`src/include/option_byte_consts.svh`:
```
// Purpose: Named constants of the option byte decoder
// Assumes: Included by the package, the assertions and the bench
// Notes:   Definitions only
`ifndef OPTION_BYTE_CONSTS_SVH
`define OPTION_BYTE_CONSTS_SVH

`define OPT_ERASED 8'hff
`define OPT0_IRQ_MAP_BIT 1
`define OPT0_PROTECT_BIT 0
`define OPT1_CLK_FILT_BIT 7
`define OPT1_OSC_MSB 6
`define OPT1_OSC_LSB 4
`define OPT1_LVD_MSB 3
`define OPT1_LVD_LSB 2
`define OPT1_WATCHDOG_HALT_RESET_EN_BIT 1
`define OPT1_WATCHDOG_SOFT_ACTIVATION_BIT 0

`define LVD_OFF 2'h3
`define MEM_LAST_ADDR 13'h1fff
`define MEM_ADDR_W 13

`define AXI_ADDR_W 8
`define REG_CTRL 8'h00
`define REG_STATUS 8'h04
`define CTRL_WDG_EN_BIT 0
`define STAT_ERASE_BIT 0
`define STAT_LOADED_BIT 1
`define STAT_WDG_ON_BIT 2
`define RESP_OKAY 2'h0
`define RESP_SLVERR 2'h2

`endif

```
`src/include/option_byte_pkg.sv`:
```
// Purpose: Types of the option byte decoder
// Assumes: option_byte_consts.svh holds the numbers
// Notes:   Decoded settings travel as one packed struct
`include "option_byte_consts.svh"
package option_byte_pkg;

  typedef enum logic [2:0] {
    CLK_EXTERNAL,
    CLK_INTERNAL_RC,
    CLK_EXTERNAL_RC,
    CLK_LOW_POWER_RESONATOR,
    CLK_MID_POWER_RESONATOR,
    CLK_MID_SPEED_RESONATOR,
    CLK_FASTEST_RESONATOR
  } clk_src_t;

  typedef struct packed {
    logic irq_port_mapping_sel;
    logic readout_protect;
    logic clock_filter_disable;
    logic [2:0] main_clock_source_sel;
    clk_src_t clk_src;
    logic [1:0] brownout_threshold_sel;
    logic brownout_enable;
    logic watchdog_halt_reset_en;
    logic watchdog_soft_activation;
  } opt_config_t;

endpackage

```
`src/hdl/option_byte_decoder.sv`:
```
// Purpose: Hold two option bytes, decode them into static device settings
// Assumes: Programming pins are asynchronous; halt, watchdog and port irqs are on mclk
// Notes:   Option bytes are not reachable over AXI; only the control register and erase, loaded and watchdog status are
// Contract
// Option bytes sit outside the memory map; accessed only in programming mode.
// Unprogrammed option bytes and flash read back as all ones.
// Programmer writes ones into reserved bits 7:2 of byte 0.
// Byte 0 bit 1 routes port C irqs to vector b (1) or a (0).
// Byte 0 bit 0 set blocks external read of program memory.
// Clearing protection erases all program memory, option bytes excluded.
// Byte 1 bit 7 zero enables clock filter, one disables it.
// Byte 1 bits 6:4 select the main clock source.
// Byte 1 bits 3:2 pick brownout threshold or turn detection off.
// Byte 1 bit 1 set makes halt with running watchdog cause reset.
// Byte 1 bit 0 zero keeps watchdog always on; one waits software.
// Mask ROM parts use fixed option values that cannot be altered.
// Bytes latch at reset; decoded outputs hold until next reset.
`timescale 1ns/1ps
module option_byte_decoder
  import option_byte_pkg::*;
#(
  parameter bit MASK_ROM = 1'b0,
  parameter logic [7:0] ROM_OPT0 = 8'hff,
  parameter logic [7:0] ROM_OPT1 = 8'hff
) (
  // Clock and reset
  input wire logic mclk,
  input wire logic arst_n,
  // Programming tool pins
  input wire logic prog_mode,
  input wire logic prog_wr,
  input wire logic prog_sel,
  input wire logic [7:0] prog_wdata,
  output logic [7:0] prog_rdata,
  // Events from the core
  input wire logic halt_entry,
  input wire logic watchdog_active,
  input wire logic port_a_irq,
  input wire logic port_b_irq,
  input wire logic port_c_irq,
  // Decoded configuration
  output opt_config_t cfg,
  output logic cfg_loaded,
  output logic watchdog_enable,
  output logic halt_reset_req,
  output logic ext_irq_vector_a,
  output logic ext_irq_vector_b,
  // Program memory erase
  output logic mem_erase_we,
  output logic [`MEM_ADDR_W-1:0] mem_erase_addr,
  output logic erase_busy,
  // AXI4-Lite slave
  input wire logic [`AXI_ADDR_W-1:0] s_axi_awaddr,
  input wire logic s_axi_awvalid,
  output logic s_axi_awready,
  input wire logic [31:0] s_axi_wdata,
  input wire logic [3:0] s_axi_wstrb,
  input wire logic s_axi_wvalid,
  output logic s_axi_wready,
  output logic [1:0] s_axi_bresp,
  output logic s_axi_bvalid,
  input wire logic s_axi_bready,
  input wire logic [`AXI_ADDR_W-1:0] s_axi_araddr,
  input wire logic s_axi_arvalid,
  output logic s_axi_arready,
  output logic [31:0] s_axi_rdata,
  output logic [1:0] s_axi_rresp,
  output logic s_axi_rvalid,
  input wire logic s_axi_rready
);

  typedef enum logic {ST_IDLE, ST_ERASE} erase_state_t;

  logic [1:0] rst_sync;
  logic srst_n;

  always_ff @(posedge mclk or negedge arst_n) begin
    if (!arst_n) begin
      rst_sync <= 2'h0;
    end else begin
      rst_sync <= {rst_sync[0], 1'b1};
    end
  end
  assign srst_n = rst_sync[1];

  // Two-flop synchronisers for the programming pins, third stage for the edge
  localparam int SYNC_W = 11;
  logic [SYNC_W-1:0] pin_meta, pin_sync;
  logic wr_prev;
  logic p_mode, p_wr, p_sel;
  logic [7:0] p_data;

  always_ff @(posedge mclk or negedge srst_n) begin
    if (!srst_n) begin
      pin_meta <= '0;
      pin_sync <= '0;
      wr_prev <= 1'b0;
    end else begin
      pin_meta <= {prog_mode, prog_wr, prog_sel, prog_wdata};
      pin_sync <= pin_meta;
      wr_prev <= p_wr;
    end
  end
  assign {p_mode, p_wr, p_sel, p_data} = pin_sync;

  // Option byte cells, erase engine and latched copy
  logic [7:0] opt_cell [2];
  logic [7:0] next_opt_cell [2];
  logic [7:0] opt0, opt1, next_opt0, next_opt1;
  logic next_cfg_loaded;
  erase_state_t state, next_state;
  logic [`MEM_ADDR_W-1:0] next_mem_erase_addr;
  logic next_mem_erase_we, next_erase_busy;
  logic [7:0] next_prog_rdata;
  logic prog_write;

  assign prog_write = p_wr && !wr_prev && p_mode && !MASK_ROM && state == ST_IDLE;

  always_comb begin
    next_opt_cell = opt_cell;
    next_state = state;
    next_mem_erase_addr = mem_erase_addr;
    next_mem_erase_we = 1'b0;
    next_opt0 = opt0;
    next_opt1 = opt1;
    next_cfg_loaded = 1'b1;
    // Cells only visible to the programming port while in programming mode
    next_prog_rdata = p_mode ? opt_cell[p_sel] : 8'h00;
    if (!cfg_loaded) begin
      next_opt0 = MASK_ROM ? ROM_OPT0 : opt_cell[0];
      next_opt1 = MASK_ROM ? ROM_OPT1 : opt_cell[1];
    end
    case (state)
      ST_IDLE: begin
        if (prog_write) begin
          // Reserved bits are stored as written; the tool keeps them at one
          next_opt_cell[p_sel] = p_data;
          if (!p_sel && opt_cell[0][`OPT0_PROTECT_BIT] && !p_data[`OPT0_PROTECT_BIT]) begin
            next_state = ST_ERASE;
            next_mem_erase_addr = '0;
            next_mem_erase_we = 1'b1;
          end
        end
      end
      ST_ERASE: begin
        // Memory rewrites each word from its own latches; option cells untouched
        if (mem_erase_addr == `MEM_LAST_ADDR) begin
          next_state = ST_IDLE;
        end else begin
          next_mem_erase_addr = mem_erase_addr + `MEM_ADDR_W'(1);
          next_mem_erase_we = 1'b1;
        end
      end
      default: begin
        next_state = ST_IDLE;
      end
    endcase
    next_erase_busy = next_state == ST_ERASE;
  end

  always_ff @(posedge mclk or negedge srst_n) begin
    if (!srst_n) begin
      opt_cell[0] <= `OPT_ERASED;
      opt_cell[1] <= `OPT_ERASED;
      state <= ST_IDLE;
      mem_erase_addr <= '0;
      mem_erase_we <= 1'b0;
      erase_busy <= 1'b0;
      opt0 <= `OPT_ERASED;
      opt1 <= `OPT_ERASED;
      cfg_loaded <= 1'b0;
      prog_rdata <= 8'h00;
    end else begin
      opt_cell <= next_opt_cell;
      state <= next_state;
      mem_erase_addr <= next_mem_erase_addr;
      mem_erase_we <= next_mem_erase_we;
      erase_busy <= next_erase_busy;
      opt0 <= next_opt0;
      opt1 <= next_opt1;
      cfg_loaded <= next_cfg_loaded;
      prog_rdata <= next_prog_rdata;
    end
  end

  // Decode of the latched copy; it only changes in the first cycle after reset
  opt_config_t next_cfg;
  logic [2:0] osc;

  always_comb begin
    osc = opt1[`OPT1_OSC_MSB:`OPT1_OSC_LSB];
    next_cfg.irq_port_mapping_sel = opt0[`OPT0_IRQ_MAP_BIT];
    next_cfg.readout_protect = opt0[`OPT0_PROTECT_BIT];
    next_cfg.clock_filter_disable = opt1[`OPT1_CLK_FILT_BIT];
    next_cfg.main_clock_source_sel = osc;
    case (osc)
      3'h7: next_cfg.clk_src = CLK_EXTERNAL;
      3'h6: next_cfg.clk_src = CLK_INTERNAL_RC;
      3'h5, 3'h4: next_cfg.clk_src = CLK_EXTERNAL_RC;
      3'h3: next_cfg.clk_src = CLK_LOW_POWER_RESONATOR;
      3'h2: next_cfg.clk_src = CLK_MID_POWER_RESONATOR;
      3'h1: next_cfg.clk_src = CLK_MID_SPEED_RESONATOR;
      default: next_cfg.clk_src = CLK_FASTEST_RESONATOR;
    endcase
    next_cfg.brownout_threshold_sel = opt1[`OPT1_LVD_MSB:`OPT1_LVD_LSB];
    next_cfg.brownout_enable = opt1[`OPT1_LVD_MSB:`OPT1_LVD_LSB] != `LVD_OFF;
    next_cfg.watchdog_halt_reset_en = opt1[`OPT1_WATCHDOG_HALT_RESET_EN_BIT];
    next_cfg.watchdog_soft_activation = opt1[`OPT1_WATCHDOG_SOFT_ACTIVATION_BIT];
  end

  // Run-time effects of the settings
  logic sw_wdg_en, next_sw_wdg_en;
  logic next_watchdog_enable, next_halt_reset_req;
  logic next_vec_a, next_vec_b;

  always_comb begin
    next_watchdog_enable = cfg_loaded && (!cfg.watchdog_soft_activation || sw_wdg_en);
    next_halt_reset_req = cfg_loaded && halt_entry && watchdog_active
                          && cfg.watchdog_halt_reset_en;
    next_vec_a = port_a_irq || (!cfg.irq_port_mapping_sel && port_c_irq);
    next_vec_b = port_b_irq || (cfg.irq_port_mapping_sel && port_c_irq);
  end

  always_ff @(posedge mclk or negedge srst_n) begin
    if (!srst_n) begin
      cfg <= '0;
      watchdog_enable <= 1'b0;
      halt_reset_req <= 1'b0;
      ext_irq_vector_a <= 1'b0;
      ext_irq_vector_b <= 1'b0;
    end else begin
      cfg <= next_cfg;
      watchdog_enable <= next_watchdog_enable;
      halt_reset_req <= next_halt_reset_req;
      ext_irq_vector_a <= next_vec_a;
      ext_irq_vector_b <= next_vec_b;
    end
  end

  // AXI4-Lite slave: control and status only
  logic aw_have, w_have, next_aw_have, next_w_have;
  logic [`AXI_ADDR_W-1:0] aw_addr, next_aw_addr;
  logic [31:0] w_data, next_w_data;
  logic [3:0] w_strb, next_w_strb;
  logic next_awready, next_wready, next_bvalid, next_arready, next_rvalid;
  logic [1:0] next_bresp, next_rresp;
  logic [31:0] next_rdata, status;

  always_comb begin
    status = 32'h0;
    status[`STAT_ERASE_BIT] = erase_busy;
    status[`STAT_LOADED_BIT] = cfg_loaded;
    status[`STAT_WDG_ON_BIT] = watchdog_enable;
    next_aw_have = aw_have;
    next_w_have = w_have;
    next_aw_addr = aw_addr;
    next_w_data = w_data;
    next_w_strb = w_strb;
    next_bvalid = s_axi_bvalid;
    next_bresp = s_axi_bresp;
    next_sw_wdg_en = sw_wdg_en;
    if (s_axi_awvalid && s_axi_awready) begin
      next_aw_have = 1'b1;
      next_aw_addr = s_axi_awaddr;
    end
    if (s_axi_wvalid && s_axi_wready) begin
      next_w_have = 1'b1;
      next_w_data = s_axi_wdata;
      next_w_strb = s_axi_wstrb;
    end
    if (s_axi_bvalid && s_axi_bready) begin
      next_bvalid = 1'b0;
    end
    if (aw_have && w_have && !s_axi_bvalid) begin
      next_aw_have = 1'b0;
      next_w_have = 1'b0;
      next_bvalid = 1'b1;
      next_bresp = `RESP_OKAY;
      if (aw_addr == `REG_CTRL) begin
        if (w_strb[0]) begin
          next_sw_wdg_en = w_data[`CTRL_WDG_EN_BIT];
        end
      end else if (aw_addr != `REG_STATUS) begin
        next_bresp = `RESP_SLVERR;
      end
    end
    next_awready = !next_aw_have && !next_bvalid;
    next_wready = !next_w_have && !next_bvalid;
    next_rvalid = s_axi_rvalid;
    next_rdata = s_axi_rdata;
    next_rresp = s_axi_rresp;
    if (s_axi_rvalid && s_axi_rready) begin
      next_rvalid = 1'b0;
    end
    if (s_axi_arvalid && s_axi_arready) begin
      next_rvalid = 1'b1;
      next_rresp = `RESP_OKAY;
      case (s_axi_araddr)
        `REG_CTRL: next_rdata = {31'h0, sw_wdg_en};
        `REG_STATUS: next_rdata = status;
        default: begin
          next_rdata = 32'h0;
          next_rresp = `RESP_SLVERR;
        end
      endcase
    end
    next_arready = !next_rvalid;
  end

  always_ff @(posedge mclk or negedge srst_n) begin
    if (!srst_n) begin
      aw_have <= 1'b0;
      w_have <= 1'b0;
      aw_addr <= '0;
      w_data <= 32'h0;
      w_strb <= 4'h0;
      sw_wdg_en <= 1'b0;
      s_axi_awready <= 1'b0;
      s_axi_wready <= 1'b0;
      s_axi_bvalid <= 1'b0;
      s_axi_bresp <= `RESP_OKAY;
      s_axi_arready <= 1'b0;
      s_axi_rvalid <= 1'b0;
      s_axi_rdata <= 32'h0;
      s_axi_rresp <= `RESP_OKAY;
    end else begin
      aw_have <= next_aw_have;
      w_have <= next_w_have;
      aw_addr <= next_aw_addr;
      w_data <= next_w_data;
      w_strb <= next_w_strb;
      sw_wdg_en <= next_sw_wdg_en;
      s_axi_awready <= next_awready;
      s_axi_wready <= next_wready;
      s_axi_bvalid <= next_bvalid;
      s_axi_bresp <= next_bresp;
      s_axi_arready <= next_arready;
      s_axi_rvalid <= next_rvalid;
      s_axi_rdata <= next_rdata;
      s_axi_rresp <= next_rresp;
    end
  end

endmodule

```
`config.mk`:
```
export PLATFORM = sky130hd
export DESIGN_NAME = option_byte_decoder
export DESIGN_NICKNAME = d
export VERILOG_FILES = /design/src/include/option_byte_pkg.sv /design/src/hdl/option_byte_decoder.sv
export VERILOG_INCLUDE_DIRS = /design/src /design/src/include
export SDC_FILE = /design/constraint.sdc
export NUM_CORES = 1
export LEC_CHECK = 0
export BUFFER_PORTS_ARGS = -buffer_cell sky130_fd_sc_hd__buf_4
export CORE_MARGIN = 2
export CORE_UTILIZATION = 33
export CTS_CLUSTER_DIAMETER = 80
export DETAILED_ROUTE_END_ITERATION = 6
export PLACE_DENSITY = 0.66
export REMOVE_ABC_BUFFERS = 1
export SYNTH_ARGS = -nofsm -noshare
export SYNTH_HDL_FRONTEND = slang
export SYNTH_SLANG_ARGS = --single-unit
```
`constraint.sdc`:
```
create_clock -name mclk -period 4.05 [get_ports mclk]
set_input_delay 0.2025 -clock mclk [delete_from_list [all_inputs] [get_ports mclk]]
set_output_delay 0.2025 -clock mclk [all_outputs]
set_load 0.01 [all_outputs]
```
* After elaboration in Yosys (flattened, before gate mapping) *
Cells that the tools add are included.

storage, ports and cells
  word-level logic and storage cells = 127
  register bits = 146

cells by class
  equal/unequal tests = 14
  mux-type cells = 28
  add/subtract/negate cells = 1
  bitwise logic cells = 2
  reductions and logical operators = 41
  $lt $le $gt $ge = 2

operator list
  cell                                                                     count
  8-bit 2-to-1 mux                                                         5
  13-bit 2-to-1 mux                                                        3
  13-bit one-hot mux with 2 select lines                                   1
  1-bit logical AND                                                        21
  3-bit one-hot mux with 6 select lines                                    1
  16-bit bitwise mux                                                       1
  8-bit zero test                                                          2
  13-bit by 1-bit adder with 13-bit output, second input constant          1
  13-bit equality test, second input constant                              1
  3-bit equality test, second input constant                               4
  1-bit 2-to-1 mux                                                         11
  1-bit zero test                                                          10
  8-bit demux with 1-bit select                                            1
  8-bit by 3-bit equality test with 1-bit output, second input constant    1
  8-bit by 3-bit inequality test with 1-bit output, second input constant  1
  3-bit by 2-bit equality test with 1-bit output, second input constant    2
  2-bit 2-to-1 mux                                                         3
  2-bit inequality test, second input constant                             3
  3-bit one-hot mux with 2 select lines                                    1
  3-bit AND reduction                                                      2
  2-bit OR reduction                                                       2
  3-bit by 1-bit equality test with 1-bit output, second input constant    1
  1-bit logical OR                                                         3
  2-bit greater-or-equal comparator, second input constant                 1
  other kinds (6)                                                          6

* Logic depth before layout (Yosys ltp) *
Gate-level depths: netlist (run 1).

  word-level depth = 6
  gate-level depth with buffers = 6

* Worst setup path after synthesis (run 1) *
No wires, ideal clock.

  kind = reg-to-reg
  start = register mem_erase_addr[0]
  end = register mem_erase_addr[10]
  library setup time = 0.066 ns
  buffers on the path = 1
  data required time = 3.984 ns
  slack = 2.333 ns
  cell stages (with the launch flop) = 7
  data arrival time = 1.651 ns
  clock period less this slack = 1.717 ns
  path through = dfrtp_1 -> ha_1 -> nand4_2 -> o41a_1 -> a21oi_2 -> buf_6 -> a22o_1

on the way
  word-level cells in the longest chain between the ends = 3

RTL lines
  item                                                                              line                        source
  start, declared                                                                   option_byte_decoder.sv:50   output logic [`MEM_ADDR_W-1:0] mem_erase_addr,
  start signal, assigned                                                            option_byte_decoder.sv:176  mem_erase_addr <= next_mem_erase_addr;
  13-bit by 1-bit adder with 13-bit output or 13-bit equality test (tied branches)  n/a
  13-bit 2-to-1 mux or 2-bit inequality test (tied branches)                        n/a
  13-bit one-hot mux with 2 select lines or 3-bit AND reduction (tied branches)     n/a

Parallel ways exist; a longest one is shown, timed or not. The select of a mux whose other input is x is not followed.
A chain may end at the register's enable or synchronous reset.

* Worst setup path after layout (run 1) *
  start = register state
  end = register mem_erase_addr[0]

on the way
  word-level cells in the longest chain between the ends = 4

RTL lines
  item                                    line                        source
  start, declared                         option_byte_decoder.sv:111  erase_state_t state, next_state;
  start signal, assigned                  option_byte_decoder.sv:175  state <= next_state;
  1-bit NOT                               n/a
  1-bit logical AND                       option_byte_decoder.sv:117  assign prog_write = p_wr && !wr_prev && p_mode && !MASK_ROM && state == ST_IDLE;
  2-bit inequality test (no source line)  n/a
  3-bit AND reduction (no source line)    n/a

Parallel ways exist; a longest one is shown, timed or not.

==> results of run 1 <==
[timing repair]
action / CTS / global route
hold endpoints to repair: 15 / 0
gates resized for setup: 0 / 0
hold buffers: 15 / 0
[synth_stat cells]
| master | number | area [um2] |
|---|---|---|
| a21boi_0 | 1 | 7.51 |
| a21o_1 | 2 | 15.0 |
| a21oi_1 | 5 | 25.0 |
| a21oi_2 | 1 | 8.76 |
| a22o_1 | 12 | 105 |
| a31oi_1 | 1 | 6.26 |
| a32o_1 | 2 | 20.0 |
| and4_1 | 1 | 8.76 |
| and4bb_1 | 1 | 12.5 |
| buf_2 | 2 | 10.0 |
| buf_4 | 32 | 240 |
| buf_6 | 1 | 11.3 |
| clkbuf_1 | 2 | 7.51 |
| conb_1 | 2 | 7.51 |
| dfrtp_1 | 89 | 2230 |
| dfstp_2 | 26 | 683 |
| ha_1 | 1 | 12.5 |
| inv_1 | 6 | 22.5 |
| inv_2 | 1 | 3.75 |
| mux2_1 | 13 | 146 |
| mux2_2 | 25 | 282 |
| mux2i_1 | 8 | 80.1 |
| nand2_1 | 13 | 48.8 |
| nand3_1 | 4 | 20.0 |
| nand3_2 | 1 | 10.0 |
| nand3b_1 | 1 | 7.51 |
| nand4_1 | 1 | 6.26 |
| nand4_2 | 1 | 12.5 |
| nand4b_1 | 1 | 8.76 |
| nor2_1 | 8 | 30.0 |
| nor2b_1 | 13 | 81.3 |
| nor3_1 | 3 | 15.0 |
| nor3b_1 | 1 | 7.51 |
| nor4_1 | 4 | 25.0 |
| nor4_2 | 1 | 12.5 |
| o21ai_0 | 3 | 15.0 |
| o21bai_1 | 1 | 7.51 |
| o41a_1 | 1 | 11.3 |
| or2_2 | 1 | 6.26 |
| or4_1 | 1 | 7.51 |
| xnor2_1 | 5 | 43.8 |
| xor2_1 | 6 | 52.6 |
[logic make-up (layout without fill, tap and decap cells)]
kind of cell,after synthesis,after routing,share of synthesized area
AND/OR/NAND/NOR,56,56,0.0733
other,2,33,0.00172
buffers and inverters,44,147,0.0675
flip-flops,115,115,0.666
XOR/XNOR,11,11,0.0220
AO/OA/AOI/OAI,29,29,0.0507
multiplexers,46,46,0.116
adder cells (fa/ha/maj),1,1,0.00286
[worst max-delay path by stage]
stage                     slack, ps                end
after global placement         1970  mem_erase_addr[0]
after floorplan                 650         aw_addr[0]
after global routing           1800  mem_erase_addr[0]
final                          1900  mem_erase_addr[0]
after detailed placement       1920  mem_erase_addr[0]
after CTS                      1900  mem_erase_addr[0]
[flip-flops by register name, summed over array words and instances (netlist names), 2 cells and up]
register        flops
opt_cell           16
cfg                14
mem_erase_addr     13
pin_meta           11
pin_sync           11
aw_addr             8
opt1                8
prog_rdata          8
s_axi_rdata         3
opt0                2
rst_sync            2
[critical path, delay by kind of cell, from the launching register on]
family,cells,cell delay [ps]
flip-flops,1,660
AO/OA/AOI/OAI,1,530
AND/OR/NAND/NOR,2,410
multiplexers,1,270
buffers and inverters,1,220
[layer usage]
layer  up-vias  global-route usage  share of wire
li1       1237                   -              -
met3        10              0.0469          0.051
met5         -                   0              0
met1      1342               0.141           0.43
met2        81               0.198           0.51
met4         0              0.0491          0.011
[cell type report]
class | instances | area [um2] | area share
Clock buffer | 21 | 480 | 0.0820
Sequential cell | 115 | 2910 | 0.497
Clock inverter | 10 | 82.6 | 0.0141
Tap cell | 176 | 220 | 0.0376
Multi-Input combinational cell | 176 | 1280 | 0.219
Inverter | 7 | 26.3 | 0.00448
Timing Repair Buffer | 109 | 856 | 0.146
[through the flow]
step / area [um2] / hold slack, ps / setup WS [ps] / instances
3_3_place_gp: 5150 / -15.1 / 1970 / 568
2_1_floorplan: 4220 / -93.1 / 654 / 298
6_report: 5860 / 27.9 / 1900 / 614
5_1_grt: 5860 / 14.7 / 1800 / 614
4_1_cts: 5860 / 10.5 / 1900 / 614
3_5_place_dp: 5150 / -13.1 / 1920 / 568
[cell usage in the layout, fill, tap and decap left out, types with 2 or more instances in the layout]
cell and instances:
nor2b_1 13, mux2_1 13, dfstp_2 26, xor2_1 6, nand2_1 13, dfrtp_1 88, clkinv_2 6, mux2_2 25
dlygate4sd3_1 15, xnor2_1 5, nand3_1 4, a22o_1 12, a21oi_1 5, a21o_1 2, conb_1 33, inv_1 6
mux2i_1 8, buf_4 94, o21ai_0 3, a32o_1 2, nor3_1 3, clkbuf_8 4, clkinvlp_4 3, nor4_1 4
nor2_1 8, clkbuf_16 17
[power by group through the flow]
stage,Combinational [mW],Clock [mW],Sequential [mW]
finish,0.708,1.38,1.75
global route,0.771,1.48,1.80
CTS,0.721,1.43,1.76
detailed placement,0.707,0,1.77
global placement,0.687,0,1.76
floorplan,0.336,0,1.78
==> flow_summary.ini, run 1 <==
[critical_path]
crit_type = reg2reg
r2r-start = state
crit_path_start = state
worstPathMaxFanout = 16
cp-start-kind = flop
cp_data_required_time_ps = 4390
cp-end-kind = flop
reg2reg_to = mem_erase_addr[0]
reg2reg_depth = 5
r2r_slack_ps = 1900
cp_slowest_stage_delay_ps = 660
crit_chain = and4bb_1 > nor2b_1 > buf_4 > a21oi_2 > mux2_2
crit_slowest_cell = dfrtp_1
critPathArrivalTime_ps = 2490

[power]
pwr-share-comb = 0.184
p_leak_nw = 2.73
clkPwrFrac = 0.359
p_seq_frac = 0.456
total_power_mw = 3.84
p_switching_mw = 0.999
peakVddDrop_v = 0.000261
p_int_mw = 2.84
cellPowerDensity_nw_per_um2 = 655
switching_share = 0.260

[routing]
wire_per_inst_um = 13.3
routed_wl_um = 8170
viasPerCell = 4.35
ant_nets = 0
drc = 0
num_vias = 2670
drt_iter0_markers = 113
first_pass_iters = 4

[sta]
finalClockSkew_ps = 8.41
rsz0062_at_grt = no
setup_viol = 0
hold_viol = 0
worstMarginPinSlew_ps = 990
fin_crit_sh = 0.530
slew_viol_final = 0
fmax_ghz = 0.466
fin_crit_ps = 2150
finalSetupTns_ps = 0
slew_headroom = 0.340

[synthesis]
syn_inst = 304
synth_cell_types = 42
syn_area_um2 = 4370
yosys_warnings = 0
seq_area_frac_synth = 0.666
synth-seq-cells = 115
avgSynthCellArea_um2 = 14.4

[worst_hold_path]
min_to = ext_irq_vector_a
holdPathStages = 2
hold_path.class = in2reg
min_from = port_c_irq

[finish]
fin_nets = 502
drive_gt1_frac = 0.418
num_antenna_cells = 0
utilization = 0.448
fill_cells = 1195
syn_to_final_growth_pct = 34.1

[grt]
gr-total-overflow = 0
grt_usage = 0.121
antenna_found_initial = 0
grt_max_degree = 80
grt_pass1_wl_um = 13000
grt_pass1_vias = 2679

[cts]
post-cts-setup-buffers = 0
cts_max_path_buffers = 2
clkTransAtPathRegs_ps = 50
cts_num_sinks = 115
cts_tree = yes
numCtsBuffers = 17
insertion_delay_ps = 400
root_buffer = clkbuf_16
htreeDepth = 4

[die]
core-area_um2 = 13100
num_io_pins = 158
die_w_um = 119
start_util = 0.334
design.die.area_um2 = 14200
die_h_um = 119
std_cell_rows = 42

[placement]
dp_hpwl_um = 5430
gp_congestion = 0.712
io_buffers = 92

[flow_run]
maxCapViolCount = 0

[outcome]
status = complete, no violations
No activity file was read; power rests on OpenSTA's default activity.
==> run 2, diff against run 1 <==
--- a/config.mk
+++ b/config.mk
@@ -6,6 +6,7 @@
 export SDC_FILE = /design/constraint.sdc
 export NUM_CORES = 1
 export LEC_CHECK = 0
+export ABC_AREA = 1
 export BUFFER_PORTS_ARGS = -buffer_cell sky130_fd_sc_hd__buf_4
 export CORE_MARGIN = 2
 export CORE_UTILIZATION = 33
==> constraint.sdc (replaced) <==
create_clock -name mclk -period 2.1 [get_ports mclk]
set_input_delay 0.105 -clock mclk [delete_from_list [all_inputs] [get_ports mclk]]
set_output_delay 0.105 -clock mclk [all_outputs]
set_load 0.01 [all_outputs]
==> run 2 against run 1 <==
Effect of this change: utilization increased by 2.6 points; register-to-register slack got worse by 1500 ps; worst hold slack improved by 17 ps; cell count increased by 28%; highest routed layer unchanged; cell area increased by 7.9%; via count increased by 24%.
==> flow_summary.ini, run 2 <==
[outcome]
status = complete, no violations

[routing]
ant_nets = 0
first_pass_iters = 5
num_vias = 3315
wire_per_inst_um = 11.7
drc = 0
routed_wl_um = 9150
drt_iter0_markers = 273
viasPerCell = 4.23

[cts]
htreeDepth = 4
cts_max_path_buffers = 2
post-cts-setup-buffers = 0
cts_tree = yes
numCtsBuffers = 17
cts_num_sinks = 115
root_buffer = clkbuf_16
insertion_delay_ps = 400
clkTransAtPathRegs_ps = 50

[synthesis]
syn_area_um2 = 4560
synth-seq-cells = 115
synthTopCellsByCount = 118 x nand2_1, 89 x dfrtp_1, 43 x inv_1
synth_enable_flop_cells = 0
avgSynthCellArea_um2 = 9.95
synth.most_common_cell = nand2_1
yosys_warnings = 0
syn_inst = 458
synth_top_area_share = 0.489
synth_area_leader_cell = dfrtp_1
synth_cell_types = 32
synth.area.top_cells = dfrtp_1 49%, dfstp_2 15%, nand2_1 9.7%
seq_area_frac_synth = 0.638
synthFlopType = dfrtp_1
ys_async_sr_fraction = 1.00

[grt]
grt_max_degree = 50
grt_pass1_vias = 3201
gr-total-overflow = 0
grt_usage = 0.133
grt_pass1_wl_um = 15200
antenna_found_initial = 0

[sta]
fin_crit_sh = 0.832
worstMarginPinSlew_ps = 713
slew_headroom = 0.525
fin_crit_ps = 1750
rsz0062_at_grt = no
setup_viol = 0
fmax_ghz = 0.573
hold_viol = 0
slew_viol_final = 0
finalClockSkew_ps = 8.00

[finish]
drive_gt1_frac = 0.276
fin_nets = 671
num_antenna_cells = 0
final_common_cell = nand2_1
largest_reg_flops = 16
layout_common_cells = 118 x nand2_1, 96 x buf_4, 88 x dfrtp_1
syn_to_final_growth_pct = 38.8
fill_cells = 1260
regMostFlops = opt_cell
largestRegisters = opt_cell: 16 flops, cfg: 14 flops, mem_erase_addr: 13 flops
final_cells = 784
postLayoutCellArea_um2 = 6330

[critical_path]
cp_data_required_time_ps = 2390
reg2reg_to = mem_erase_addr[11]
cp-start-kind = flop
r2r_slack_ps = 350
crit_type = reg2reg
critPathArrivalTime_ps = 2040
cp-end-kind = flop
r2r-start = mem_erase_addr[0]
reg2reg_depth = 8
worstPathMaxFanout = 14

[worst_hold_path]
holdPathStages = 4
hold_path.class = in2reg
min_to = s_axi_rdata[0]
min_from = s_axi_arvalid

[die]
std_cell_rows = 42
die_h_um = 122
start_util = 0.341
core-area_um2 = 13300
die_w_um = 122
num_io_pins = 158
design.die.area_um2 = 14800

[placement]
dpl_cell_area_um2 = 5340
gp_congestion = 0.770
dp_hpwl_um = 6120
dp.cells = 720
io_buffers = 92

[flow_run]
maxCapViolCount = 0

[power]
peakVddDrop_v = 0.000627
p_leak_nw = 3.16
cellPowerDensity_nw_per_um2 = 1210
## run 2: cell count changes after synthesis, moves of 21 or more
cell and change:
o21ai_0 +32, mux2_2 -25, nor2_1 +23, inv_1 +37, nand3_1 +21, nand2_1 +105
## run 2: cells by family (layout without fill, tap and decap cells)
family,Yosys count,in the layout,share of synthesized area
AND/OR/NAND/NOR,188,188,0.172
flip-flops,115,115,0.638
buffers and inverters,86,205,0.102
AO/OA/AOI/OAI,64,64,0.0799
other,2,33,0.00165
XOR/XNOR,2,2,0.00384
adder cells (fa/ha/maj),1,1,0.00274
## run 2: layout make-up
cell class	count	area [um2]	share of cell area
clock buffers	22	464	0.0734
clock inverters	10	203	0.0320
inverters	44	165	0.0261
multi-input cells	288	1300	0.205
flip-flops and latches	115	2910	0.461
well taps	176	220	0.0348
repair buffers	129	1060	0.168
## run 2: stage by stage
stage / setup slack (ps) / total power [mW] / setup TNS (ps) / hold WS, ps / utilization
after global placement: 416 / 4.37 / 0 / -112 / 0.400
after CTS: 331 / 7.78 / 0 / 16.5 / 0.474
after global routing: 206 / 8.11 / 0 / 70.1 / 0.474
after detailed placement: 349 / 4.43 / 0 / -112 / 0.400
after floorplan: -1300 / 3.81 / -124770 / -191 / -
final: 353 / 7.68 / 0 / 44.8 / 0.474
## run 2: power by group
group          total, mW  switching, mW  internal (mW)
registers           3.13          0.306           2.82
logic               1.31          0.716          0.598
clock network       3.24          0.957           2.28
## run 2: critical path, cell delays in order, from the launching register on
cell,delay [ps]
dfrtp_1,430
ha_1,220
nand3_1,130
nor3_2,260
nand2_2,100
nand2_4,170
nand2_2,150
nand2_1,120
nand2_1,50
## run 2: repair_timing
action	in CTS	in global routing
hold buffers	32	0
gates resized for setup	0	0
hold endpoints to repair	29	0
## run 2: worst max-delay path by stage
stage / slack [ps] / from / depth (start not counted) / endpoint
after floorplan: -1300 / rst_sync[1] / 0 / aw_addr[0]
after global placement: 420 / mem_erase_addr[0] / 8 / mem_erase_addr[11]
after detailed placement: 350 / mem_erase_addr[0] / 8 / mem_erase_addr[3]
after CTS: 330 / mem_erase_addr[0] / 8 / mem_erase_addr[3]
after global routing: 210 / mem_erase_addr[0] / 8 / mem_erase_addr[3]
final: 350 / mem_erase_addr[0] / 8 / mem_erase_addr[11]
## run 2: layer usage
metal  routed length [um]  vias to the layer above  share of wire  GRT usage
met1                 3970                     1557           0.43      0.162
met2                 4470                       94           0.49      0.213
met4                  170                        0          0.019     0.0603
met3                  535                       15          0.059     0.0479
met5                    0                        -              0          0
li1                     -                     1649              -          -
